**src/logic/asr_pkg.sv**
```systemverilog
package asr_pkg;

    localparam int ADDR_W = 20;
    localparam int WORD_COUNT = 1048576;
    localparam int CLK_PERIOD_NS = 100;

    // bus timing figures in ns (slowest grade, so any grade is safe)
    localparam int READ_CYCLE_TIME_NS = 45;
    localparam int WRITE_PULSE_NS = 25;
    localparam int DESELECT_TO_RETENTION_NS = 0;
    localparam int RETENTION_RECOVERY_NS = 45;

    localparam int READ_CYC_RAW = (READ_CYCLE_TIME_NS + CLK_PERIOD_NS - 1) / CLK_PERIOD_NS;
    localparam int WRITE_CYC_RAW = (WRITE_PULSE_NS + CLK_PERIOD_NS - 1) / CLK_PERIOD_NS;
    localparam int RECOV_CYC_RAW = (RETENTION_RECOVERY_NS + CLK_PERIOD_NS - 1) / CLK_PERIOD_NS;

    localparam logic [3:0] READ_CYCLES = 4'(READ_CYC_RAW < 1 ? 1 : READ_CYC_RAW);
    localparam logic [3:0] WRITE_CYCLES = 4'(WRITE_CYC_RAW < 1 ? 1 : WRITE_CYC_RAW);
    localparam logic [3:0] RECOVERY_CYCLES = 4'(RECOV_CYC_RAW < 1 ? 1 : RECOV_CYC_RAW);

    localparam logic [ADDR_W-1:0] ADDR_RESET = 20'h00000;

    typedef enum logic [2:0] {
        ASR_IDLE,
        ASR_SETUP,
        ASR_ACCESS,
        ASR_END,
        ASR_RETAIN,
        ASR_RECOVER
    } asr_state_e;

    typedef struct packed {
        logic              valid;
        logic              write;
        logic [ADDR_W-1:0] addr;
        logic              wdata;
    } asr_req_s;

    typedef struct packed {
        logic              select_n;
        logic              strobe_n;
        logic [ADDR_W-1:0] word_address;
        logic              data_in;
    } asr_pins_s;

endpackage

```
**src/logic/asr_timer.sv**
```systemverilog
`timescale 1ns/10ps
module asr_timer (
    input  wire logic       core_clk_i,
    input  wire logic       reset_i,
    input  wire logic       load_i,
    input  wire logic [3:0] count_i,
    output logic            done_o
);
    import asr_pkg::*;

    typedef struct packed {
        logic [3:0] cnt;
    } asr_tmr_s;

    asr_tmr_s st_r;
    asr_tmr_s st_nxt;

    always_comb begin
        st_nxt = st_r;
        if (load_i) begin
            st_nxt.cnt = count_i;
        end else if (st_r.cnt != 4'h0) begin
            st_nxt.cnt = st_r.cnt - 4'h1;
        end
    end

    always_ff @(posedge core_clk_i or posedge reset_i) begin
        if (reset_i) begin
            st_r <= '0;
        end else begin
            st_r <= st_nxt;
        end
    end

    // done when one cycle is left so a load of n spans exactly n cycles
    assign done_o = !load_i && (st_r.cnt <= 4'h1);
endmodule

```
**src/logic/asr_host.sv**
```systemverilog
// Operation
// - write ends when either line rises
// - address valid before select falls
// - deselect before and throughout retention
// - wait one read cycle after retention
`timescale 1ns/10ps
module asr_host (
    input  wire logic                   core_clk_i,
    input  wire logic                   reset_i,
    input  wire asr_pkg::asr_req_s      req_i,
    output logic                        req_ready_o,
    output logic                        rd_valid_o,
    output logic                        rd_data_o,
    input  wire logic                   retain_req_i,
    output logic                        retain_ok_o,
    input  wire logic                   mem_data_out_i,
    output asr_pkg::asr_pins_s          pins_o
);
    import asr_pkg::*;

    typedef struct packed {
        asr_state_e state;
        asr_pins_s  pins;
        logic       write;
        logic       rd_valid;
        logic       rd_data;
        logic       retain_ok;
    } asr_host_s;

    asr_host_s st_r;
    asr_host_s st_nxt;
    logic      tmr_load;
    logic [3:0] tmr_count;
    logic      tmr_done;

    asr_timer asr_timer_inst (
        .core_clk_i (core_clk_i),
        .reset_i    (reset_i),
        .load_i     (tmr_load),
        .count_i    (tmr_count),
        .done_o     (tmr_done)
    );

    ////////////////////////////////////////////////////////////////////////////

    always_comb begin
        st_nxt = st_r;
        tmr_load = 1'b0;
        tmr_count = READ_CYCLES;
        st_nxt.rd_valid = 1'b0;
        unique case (st_r.state)
            ASR_IDLE: begin
                if (retain_req_i) begin
                    // already deselected, zero delay to retention
                    st_nxt.state = ASR_RETAIN;
                    st_nxt.retain_ok = 1'b1;
                end else if (req_i.valid) begin
                    // address and data go out first, select stays high
                    st_nxt.pins.word_address = req_i.addr;
                    st_nxt.pins.data_in = req_i.wdata;
                    st_nxt.write = req_i.write;
                    st_nxt.state = ASR_SETUP;
                end
            end
            ASR_SETUP: begin
                // select falls one cycle after the address settled
                st_nxt.pins.select_n = 1'b0;
                st_nxt.pins.strobe_n = !st_r.write;
                tmr_load = 1'b1;
                tmr_count = st_r.write ? WRITE_CYCLES : READ_CYCLES;
                st_nxt.state = ASR_ACCESS;
            end
            ASR_ACCESS: begin
                if (tmr_done) begin
                    if (!st_r.write) begin
                        // sample before release; device drives while selected
                        st_nxt.rd_data = mem_data_out_i;
                        st_nxt.rd_valid = 1'b1;
                    end
                    // strobe rises first, ending the write with data held
                    st_nxt.pins.strobe_n = 1'b1;
                    st_nxt.state = ASR_END;
                end
            end
            ASR_END: begin
                // select rises after strobe, so address and data hold past write end
                st_nxt.pins.select_n = 1'b1;
                st_nxt.state = ASR_IDLE;
            end
            ASR_RETAIN: begin
                // select pinned high for the whole retention interval
                st_nxt.pins.select_n = 1'b1;
                if (!retain_req_i) begin
                    st_nxt.retain_ok = 1'b0;
                    tmr_load = 1'b1;
                    tmr_count = RECOVERY_CYCLES;
                    st_nxt.state = ASR_RECOVER;
                end
            end
            ASR_RECOVER: begin
                if (tmr_done) begin
                    st_nxt.state = ASR_IDLE;
                end
            end
            default: begin
                st_nxt.state = ASR_IDLE;
            end
        endcase
    end

    always_ff @(posedge core_clk_i or posedge reset_i) begin
        if (reset_i) begin
            st_r.state <= ASR_IDLE;
            st_r.pins.select_n <= 1'b1;
            st_r.pins.strobe_n <= 1'b1;
            st_r.pins.word_address <= ADDR_RESET;
            st_r.pins.data_in <= 1'b0;
            st_r.write <= 1'b0;
            st_r.rd_valid <= 1'b0;
            st_r.rd_data <= 1'b0;
            st_r.retain_ok <= 1'b0;
        end else begin
            st_r <= st_nxt;
        end
    end

    ////////////////////////////////////////////////////////////////////////////

    assign req_ready_o = (st_r.state == ASR_IDLE) && !retain_req_i;
    assign rd_valid_o = st_r.rd_valid;
    assign rd_data_o = st_r.rd_data;
    assign retain_ok_o = st_r.retain_ok;
    assign pins_o = st_r.pins;
endmodule

```
**config.mk**
```make
export PLATFORM = sky130hd
export DESIGN_NAME = asr_host
export DESIGN_NICKNAME = d
export VERILOG_FILES = /design/src/logic/asr_pkg.sv /design/src/logic/asr_timer.sv /design/src/logic/asr_host.sv
export SDC_FILE = /design/constraint.sdc
export NUM_CORES = 1
export LEC_CHECK = 0
export CORE_ASPECT_RATIO = 0.5
export CORE_MARGIN = 2
export CORE_UTILIZATION = 45
export DETAILED_ROUTE_END_ITERATION = 10
export DONT_BUFFER_PORTS = 1
export GPL_TIMING_DRIVEN = 0
export MAX_ROUTING_LAYER = met4
export PLACE_DENSITY_LB_ADDON = 0.15
export SKIP_LAST_GASP = 1
export SLEW_MARGIN = 10
export SYNTH_ARGS = -nofsm -noshare
export SYNTH_HDL_FRONTEND = slang
export SYNTH_SLANG_ARGS = --single-unit
```
**constraint.sdc**
```tcl
create_clock -name core_clk_i -period 1.7 [get_ports core_clk_i]
set_input_delay 0.085 -clock core_clk_i [delete_from_list [all_inputs] [get_ports core_clk_i]]
set_output_delay 0.085 -clock core_clk_i [all_outputs]
set_load 0.05 [all_outputs]
```
==> impl_metrics.env, run 1 <==
export IMPL_outcome="finished, violations left"
export IMPL_violations="negative setup slack"
export IMPL_chipWidth_um=91.9
export IMPL_ys_top_cells_by_area="dfrtp_1 46%, mux2_4 17%, buf_4 10%"
export IMPL_synth_top_area_cell="dfrtp_1"
export IMPL_worst_slack_ns=-0.280
export IMPL_synthXorXnorAreaFrac_pct=1.01
export IMPL_syn_avg_cell_area_um2=12.9
export IMPL_min_path_type="primary input to register"
export IMPL_drt_iter0_markers=39
export IMPL_cap_viol_max_count=0
export IMPL_die_area_mm2=0.00440
export IMPL_netlist_instances=135
export IMPL_diodes=0
export IMPL_num_rows=15
export IMPL_detail_route_antenna_nets=0
export IMPL_hold_viol=0
export IMPL_path_clk_slew_ns=0.07
export IMPL_grt_max_degree=35
export IMPL_ys_ff_latch=34
export IMPL_routedWlPerCell_um=13.6
export IMPL_synth_nets=164
export IMPL_worstRegToRegCells=5
export IMPL_power_density_mw_per_mm2=2230
export IMPL_synth_cell_type_count=29
export IMPL_start_util_pct=48.7
export IMPL_max_slew_margin_pct=46.5
export IMPL_portBuffers=0
export IMPL_crit_path_start_kind="register"
export IMPL_drcViolationCount=0
export IMPL_htree_levels=2
export IMPL_fin_nets=199
export IMPL_grt_pass1_wl_um=4600
export IMPL_clk_path_buf_depth=2
export IMPL_syn_cell_area_mm2=0.00174
export IMPL_p_leak_nw=1.06
export IMPL_startpoint="st_r[27]"
export IMPL_finish_utilization_pct=61.1
export IMPL_root_buffer="clkbuf_8"
export IMPL_rsz0062_at_grt="true"
export IMPL_reg2reg_to="pins_o[18]"
export IMPL_first_pass_iters=4
export IMPL_cts_sinks=34
export IMPL_path_max_fanout=10
export IMPL_die_h_um=47.9
export IMPL_rr_startpoint="st_r[27]"
export IMPL_via_count=1038
export IMPL_grt_usage_pct=15.0
export IMPL_vias_per_cell=4.70
export IMPL_period_needed_ns=1.98
export IMPL_instances_no_fill=221
export IMPL_slew_viol_final=0
export IMPL_areaGrowthSynthToFinish_pct=25.4
export IMPL_arrival_ns=2.15
export IMPL_cts_tree="built"
export IMPL_yosys_area_top_type_share_pct=46.1
export IMPL_end_kind="register"
export IMPL_yosysSeqAreaShare_pct=49.1
export IMPL_period_share_pct=116
export IMPL_fillers=302
export IMPL_synth_compound_area_share_pct=3.39
export IMPL_critPathCapture="pins_o[18]"
export IMPL_placedCellCount=186
export IMPL_ir_worst_vdd_uv=882
export IMPL_gr_total_overflow=0
export IMPL_core_area_mm2=0.00357
export IMPL_fmax_mhz=505
export IMPL_place_congestion=0.764
export IMPL_cp_required_ns=1.87
export IMPL_total_power_mw=4.85
export IMPL_r2r_setup_slack_ns=-0.28
export IMPL_fin_area_mm2=0.00218
export IMPL_hpwl_um=1920
export IMPL_drive_gt1_share_pct=42.4
export IMPL_synth_simple_gate_area_share_pct=11.0
export IMPL_first_global_vias=972
export IMPL_setup_viol=22
export IMPL_postPlaceCellArea_mm2=0.00180
export IMPL_antenna_found_initial=0
export IMPL_cts_made_buffers=5
export IMPL_synth_top_family_by_area="multiplexers"
export IMPL_worst_pin_slew_ns=0.797
export IMPL_synthAdderAreaFrac_pct=1.44
export IMPL_ys_warn_count=0
export IMPL_routed_wl_um=3000
export IMPL_clk_latency_ns=0.28
export IMPL_synth_mux_area_share_pct=20.5
export IMPL_clock_skew_ns=0.00408
export IMPL_critPathKind="register to register"
export IMPL_num_io_pins=54
## cell families (layout without fill, tap and decap cells)
group,after synthesis,in the layout
simple gates,29,29
buf+inv,33,68
fa+ha+maj,2,2
flops,34,34
xor+xnor,2,2
compound gates,10,10
mux,25,25
## where the power goes
group          total, mW  leakage, nW  switching, mW  internal (mW)
clock              0.556       0.0438          0.281          0.275
sequential          1.57        0.409          0.354           1.22
combinational       2.72        0.606           1.59           1.12
## state kept, by name, summed over array words and instances (netlist names)
signal / cells
pins_o: 23
asr_timer_inst.st_r: 4
st_r: 4
rd_data_o: 1
rd_valid_o: 1
retain_ok_o: 1
## Yosys cell counts, drive strengths merged
library cell / number
o2111ai: 1
and3: 1
nor3: 2
dfrtp: 32
or2: 1
clkbuf: 1
nand3: 1
nor4: 1
xnor2: 2
or3b: 3
a21oi: 4
o211ai: 1
nand2b: 3
dfstp: 2
ha: 2
buf: 27
nor2: 9
o21ai: 3
mux2: 24
or4: 2
nor4b: 1
nand2: 5
mux2i: 1
inv: 5
a211oi: 1
## worst min path at each step
stage	from	endpoint	slack, ns	cells after the start
6_report	retain_req_i	st_r[29]	0.03	2
5_1_grt	retain_req_i	st_r[29]	0.09	2
4_1_cts	retain_req_i	st_r[29]	0.02	2
3_5_place_dp	reset_i	pins_o[6]	0.13	1
3_3_place_gp	req_i[4]	pins_o[4]	0.23	1
2_1_floorplan	reset_i	asr_timer_inst.st_r[0]	0.23	1
## repair_timing
action / in CTS / in global routing
pin swaps: 2 / 2
hold buffers: 25 / 0
resized for setup: 5 / 3
buffers inserted: 3 / 1
hold endpoints to repair: 57 / 0
endpoints found under the setup margin: 22 / 23
## cells in the final DEF (no fill, tap or decap), drive strengths merged, types with 2 or more instances in the layout
| cell | Yosys | routed |
|---|---|---|
| dfrtp | 32 | 32 |
| inv | 5 | 5 |
| o21ai | 3 | 3 |
| ha | 2 | 2 |
| mux2 | 24 | 24 |
| dfstp | 2 | 2 |
| a21oi | 4 | 4 |
| xnor2 | 2 | 2 |
| dlygate4sd3 | 0 | 25 |
| nand2b | 3 | 3 |
| nor3 | 2 | 2 |
| or3b | 3 | 3 |
| nand2 | 5 | 5 |
| clkbuf | 1 | 6 |
| nor2 | 9 | 9 |
| clkinv | 0 | 2 |
| buf | 27 | 30 |
| or4 | 2 | 2 |
## area by class of cell
cell class                      instances  area [um2]  area share, %
Multi-Input combinational cell         68         653           30.0
Clock inverter                          2        10.0          0.460
Sequential cell                        34         855           39.3
Timing Repair Buffer                   29         284           13.0
Tap cell                               51        63.8           2.93
Clock buffer                            5        68.8           3.16
Buffer                                 27         224           10.3
Inverter                                5        18.8          0.862
## critical path: stages (launching register included)
cell and delay [ns]:
dfrtp_2 0.44, nor4_4 0.72, nand2_2 0.09, buf_6 0.17
buf_12 0.14, mux2_4 0.30
## metrics by stage
| step | setup TNS [ns] | setup slack, ns | hold slack, ns |
|---|---|---|---|
| floorplan | -4.59 | -0.226 | 0.225 |
| global placement | -6.58 | -0.323 | 0.234 |
| global route | -6.98 | -0.328 | 0.0865 |
| finish | -5.87 | -0.280 | 0.0334 |
| CTS | -6.99 | -0.331 | 0.0199 |
| detailed placement | -6.85 | -0.338 | 0.132 |
## metal layers
layer	GRT usage, %	up-vias	wire length [um]
met4	6.27	0	27
met5	-	-	0
li1	-	505	-
met3	5.20	4	150
met2	23.5	25	1470
met1	18.3	504	1360
Note: power is estimated with default switching activity, not from simulation.
==> run 2, diff against run 1 <==
- ABC_AREA: unset -> 1
==> run 2 against run 1 <==
  * The flow now finishes without violations
  * Combinational power is 8.8% lower
  * Worst hold slack better by 0.0011 ns
  * Area after synthesis is 0.79% lower
  * Maximum frequency is 24% higher
  * Largest cell class unchanged
==> impl_metrics.env, run 2 <==
export IMPL_fmax_mhz=624
export IMPL_place_congestion=0.847
export IMPL_worstRegToRegCells=6
export IMPL_cts_sinks=34
export IMPL_hold_viol=0
export IMPL_period_needed_ns=1.60
export IMPL_postPlaceCellArea_mm2=0.00179
export IMPL_synth_nets=235
export IMPL_fin_area_mm2=0.00222
export IMPL_max_slew_margin_pct=52.5
export IMPL_r2r_setup_slack_ns=0.1
export IMPL_detail_route_antenna_nets=0
export IMPL_slew_viol_final=0
export IMPL_end_kind="register"
export IMPL_crit_chain="inv_2, nand2_2, nor2_4, nand3_1, dlygate4sd3_1, nand2_1"
export IMPL_synth_common_cells="59 x nand2_1, 32 x dfrtp_1, 31 x nand3_1"
export IMPL_ys_flop_type="dfrtp_1"
export IMPL_cp_slowest_stage_delay_ns=0.59
export IMPL_holdPathStages=3
export IMPL_tns_ns=0
export IMPL_grtUsageMet2_pct=33.4
export IMPL_grt_pass1_wl_um=6110
export IMPL_postSynth_asyncResetShare_pct=100
export IMPL_first_global_vias=1406
export IMPL_gr_total_overflow=0
export IMPL_syn_avg_cell_area_um2=8.36
export IMPL_synth_cell_type_count=22
export IMPL_ys_ff_latch=34
export IMPL_critPathKind="register to register"
export IMPL_fillers=318
export IMPL_num_io_pins=54
export IMPL_critPathTopFamily="buffers and inverters"
export IMPL_path_max_fanout=8
export IMPL_total_power_mw=4.91
export IMPL_drt_iter0_markers=41
export IMPL_largest_reg_flops=23
export IMPL_clock_skew_ns=0.00365
export IMPL_drcViolationCount=0
export IMPL_first_pass_iters=4
export IMPL_outcome="finished clean"
export IMPL_ff_latch_area_um2=855
export IMPL_drive_gt1_share_pct=20.6
export IMPL_start_util_pct=48.6
export IMPL_p_int_mw=2.60
export IMPL_ir_worst_vdd_uv=756
export IMPL_routed_wl_um=3740
export IMPL_grt_max_degree=35
export IMPL_num_rows=15
export IMPL_die_h_um=47.8
export IMPL_antenna_found_initial=0
export IMPL_diodes=0
export IMPL_routedWlPerCell_um=12.7
export IMPL_use_met3_pct=6.30
export IMPL_chipWidth_um=91.5
export IMPL_portBuffers=0
export IMPL_seqPwrFrac_pct=30.6
export IMPL_yosysSeqAreaShare_pct=49.5
export IMPL_root_buffer="clkbuf_8"
export IMPL_netlist_instances=206
export IMPL_final_cell_mix="59 x nand2_1, 31 x nand3_1, 31 x dfrtp_1"
export IMPL_path_buf_inv=2
export IMPL_crit_path_start_kind="register"
export IMPL_htree_levels=2
export IMPL_p_comb_share_pct=50.4
export IMPL_vias_per_cell=4.85
export IMPL_synth_edf_count=0
export IMPL_power_switching_mw=2.31
export IMPL_die_area_mm2=0.00437
export IMPL_swShare_pct=47.0
export IMPL_cts_tree="built"
export IMPL_power_density_mw_per_mm2=2210
export IMPL_min_path_type="primary input to register"
export IMPL_cp_required_ns=1.93
export IMPL_worst_pin_slew_ns=0.712
export IMPL_arrival_ns=1.83
export IMPL_synth_top_area_cell="dfrtp_1"
export IMPL_syn_cell_area_mm2=0.00172
export IMPL_hpwl_um=2340
export IMPL_reg2reg_to="pins_o[6]"
export IMPL_core_area_mm2=0.00355
export IMPL_critPathSlowestCell="dlygate4sd3_1"
export IMPL_clk_path_buf_depth=2
export IMPL_p_leak_nw=1.16
export IMPL_ys_top_cells_by_area="dfrtp_1 46%, nand2_1 13%, buf_4 11%"
export IMPL_yosys_area_top_type_share_pct=46.5
export IMPL_synth_most_common_cell="nand2_1"
export IMPL_multi_input_area_um2=579
export IMPL_min_to="pins_o[6]"
export IMPL_cap_viol_max_count=0
export IMPL_rsz0062_at_grt="false"
export IMPL_layout_commonest_cell="nand2_1"
export IMPL_cts_made_buffers=5
export IMPL_clk_latency_ns=0.29
export IMPL_whs_ns=0.0344
export IMPL_via_count=1425
export IMPL_grt_usage_pct=19.4
export IMPL_grt_most_used_layer="met2"
export IMPL_rr_startpoint="st_r[29]"
export IMPL_grtUsageMet1_pct=21.2
export IMPL_fin_nets=271
export IMPL_pwr_share_clk_pct=19.0
export IMPL_setup_viol=0
export IMPL_areaGrowthSynthToFinish_pct=28.8
export IMPL_min_from="req_i[22]"
export IMPL_period_share_pct=94.2
export IMPL_path_clk_slew_ns=0.07
export IMPL_ys_warn_count=0
## run 2: stage by stage
step                      setup slack [ns]  cells  utilization [%]
final                               0.0986    294             62.5
after global routing               0.00347    294             62.5
after CTS                           0.0254    292             62.0
after detailed placement             0.216    257             50.4
after global placement               0.239    257             50.4
after floorplan                      0.385    206                -
## run 2: logic make-up (layout without fill, tap and decap cells)
group           after synthesis  count (layout)  share of synthesized area (%)
compound gates               13              13                           3.92
simple gates                109             109                           28.2
flops                        34              34                           49.5
buf+inv                      48              85                           16.8
fa+ha+maj                     2               2                           1.45
## run 2: what timing repair did
action                                  CTS  global route
endpoints found under the setup margin    0             2
hold buffers                             27             0
endpoints found under the hold margin    55             0
setup buffers                             0             3
gates resized for setup                   0             1
## run 2: worst max path at each step
stage / start / endpoint / slack [ns] / depth (start not counted)
floorplan: asr_timer_inst.st_r[0] / rd_data_o / 0.38 / 9
global placement: asr_timer_inst.st_r[0] / rd_data_o / 0.24 / 9
detailed placement: asr_timer_inst.st_r[0] / rd_data_o / 0.22 / 9
global route: asr_timer_inst.st_r[0] / rd_data_o / 0.003 / 9
CTS: st_r[27] / pins_o[5] / 0.03 / 6
finish: st_r[29] / pins_o[6] / 0.1 / 6
## run 2: worst reg2reg max path, cell delays in order, from the launching register on
cell and delay [ns]:
dfrtp_1 0.47, inv_2 0.12, nand2_2 0.08, nor2_4 0.14, nand3_1 0.08, dlygate4sd3_1 0.59, nand2_1 0.07
## run 2: layout make-up
class | instances | area share [%]
inverters | 18 | 3.05
clock buffers | 6 | 3.72
flip-flops and latches | 34 | 38.5
clock inverters | 2 | 2.71
multi-input cells | 124 | 26.1
plain buffers | 29 | 9.81
repair buffers | 30 | 13.2
well taps | 51 | 2.88
## run 2: metal layers
| metal | routed length [um] | part of all wire [%] |
|---|---|---|
| met2 | 1800 | 48 |
| met4 | 63 | 1.7 |
| met3 | 207 | 5.5 |
| met1 | 1670 | 45 |
| met5 | 0 | 0 |
## run 2: power by group through the flow
stage | clock, mW | sequential, mW | combinational, mW
5_1_grt | 0.972 | 1.56 | 2.68
3_5_place_dp | 0 | 1.48 | 2.40
6_report | 0.934 | 1.50 | 2.48
4_1_cts | 0.946 | 1.47 | 2.46
2_1_floorplan | 0 | 1.43 | 2.19
3_3_place_gp | 0 | 1.47 | 2.37
==> run 3, diff against run 2 <==
- REMOVE_ABC_BUFFERS: unset -> 1
==> run 3 against run 2 <==
  * Count of clock-buffer cells in the layout did not move
  * Worst hold slack got worse by 0.023 ns
  * Final area fell by 7.1%
  * Critical endpoint is now pins_o[17]
  * Sequential power rose by 62%
  * Register-to-register slack got worse by 0.07 ns
  * Global-route usage barely moved
  * Combinational power fell by 47%
  * Die area did not move
  * Routed wire length fell by 0.45%
  * Critical path type unchanged
  * Power fell by 11%
==> impl_metrics.env, run 3 (synthesis results as in run 2) <==
export IMPL_outcome="finished clean"
export IMPL_fmax_mhz=598
export IMPL_die_h_um=47.8
export IMPL_grt_pass1_wl_um=6140
export IMPL_worst_slack_ns=0.0291
export IMPL_cts_sinks=34
export IMPL_period_share_pct=98.3
export IMPL_critPathKind="register to register"
export IMPL_max_slew_margin_pct=54.7
export IMPL_routed_wl_um=3720
export IMPL_first_pass_iters=4
export IMPL_clk_path_buf_depth=2
export IMPL_hpwl_um=2040
export IMPL_cap_viol_max_count=0
export IMPL_drcViolationCount=0
export IMPL_root_buffer="clkbuf_8"
export IMPL_end_kind="register"
export IMPL_num_io_pins=54
export IMPL_first_global_vias=1266
export IMPL_htree_levels=2
export IMPL_tns_ns=0
export IMPL_drive_gt1_share_pct=17.6
export IMPL_cts_made_buffers=5
export IMPL_clk_latency_ns=0.28
export IMPL_total_power_mw=4.37
export IMPL_rsz0062_at_grt="true"
export IMPL_power_density_mw_per_mm2=2120
export IMPL_path_clk_slew_ns=0.07
export IMPL_antenna_found_initial=0
export IMPL_cp_required_ns=1.88
export IMPL_whs_ns=0.0111
export IMPL_cts_tree="built"
export IMPL_ir_worst_vdd_uv=983
export IMPL_fin_nets=250
export IMPL_detail_route_antenna_nets=0
export IMPL_diodes=0
export IMPL_via_count=1333
export IMPL_final_cell_mix="55 x nand2_1, 31 x nand3_1, 30 x dfrtp_1"
export IMPL_slew_viol_final=0
export IMPL_chipWidth_um=91.5
export IMPL_worst_pin_slew_ns=0.678
export IMPL_routedWlPerCell_um=13.6
export IMPL_p_leak_nw=1.05
export IMPL_min_path_type="primary input to register"
export IMPL_clock_skew_ns=0.00927
export IMPL_num_rows=15
export IMPL_hold_viol=0
export IMPL_arrival_ns=1.85
export IMPL_start_util_pct=48.6
export IMPL_grt_usage_pct=19.4
export IMPL_fillers=316
export IMPL_crit_path_start_kind="register"
export IMPL_period_needed_ns=1.67
export IMPL_core_area_mm2=0.00355
export IMPL_portBuffers=0
export IMPL_place_congestion=0.798
export IMPL_pre_cts_ws_ns=-0.568
export IMPL_gr_total_overflow=0
export IMPL_fin_area_mm2=0.00206
export IMPL_areaGrowthSynthToFinish_pct=19.7
export IMPL_vias_per_cell=4.88
export IMPL_path_max_fanout=6
export IMPL_setup_viol=0
export IMPL_layout_commonest_cell="nand2_1"
export IMPL_postPlaceCellArea_mm2=0.00156
export IMPL_drt_iter0_markers=46
export IMPL_die_area_mm2=0.00437
export IMPL_largest_reg_flops=23
export IMPL_grt_max_degree=35
==> run 3: area by class of cell <==
class,count,area (um2),share of cell area [%]
flip-flops and latches,34,856,41.5
multi-input cells,130,664,32.2
repair buffers,32,315,15.3
clock buffers,6,82.6,4.00
inverters,18,67.6,3.28
well taps,51,63.8,3.09
clock inverters,2,12.5,0.607
==> run 3: power by group <==
part | switching [mW] | internal, mW | total (mW)
combinational | 0.789 | 0.535 | 1.32
sequential | 1.25 | 1.18 | 2.43
clock | 0.294 | 0.325 | 0.620
==> run 3: per-layer routing <==
metal / vias up / share of wire (%) / track usage (%)
met1: 641 / 46 / 23.3
met2: 27 / 50 / 33.8
li1: 662 / - / -
met5: - / 0 / -
met4: 0 / 0.24 / 6.36
met3: 3 / 3.6 / 4.57
==> run 3: repair_timing <==
item | CTS | global route
hold buffers | 26 | 0
pin swaps | 4 | 8
gates cloned | 6 | 0
setup endpoints to repair | 23 | 21
resized for setup | 5 | 6
setup buffers | 1 | 5
hold endpoints to repair | 55 | 0
==> run 3: worst max-delay path, cell delays in order (launching register included) <==
cell and delay, ns:
dfrtp_2 0.46, nor2_4 0.17, nand2_4 0.08, nor2_4 0.50, nand2_4 0.20, nand2_2 0.11, nand2_1 0.05
==> run 3: final timing paths <==
kind | from | endpoint | slack, ns | cells past startpoint
worst max-delay path | st_r[27] | pins_o[17] | 0.03 | 6
worst min-delay path | retain_req_i | pins_o[18] | 0.01 | 3
worst max register to register | st_r[27] | pins_o[17] | 0.03 | 6
worst min register to register | asr_timer_inst.st_r[2] | asr_timer_inst.st_r[2] | 0.54 | 3
max in group asynchronous | reset_i | st_r[29] | 0.86 | 2
min in group asynchronous | reset_i | pins_o[5] | 0.36 | 2
==> run 3: per-stage QoR <==
stage | utilization, % | instances
after floorplan | - | 176
after global placement | 44.1 | 227
after detailed placement | 44.1 | 227
after CTS | 56.6 | 268
after global routing | 58.1 | 273
final | 58.1 | 273
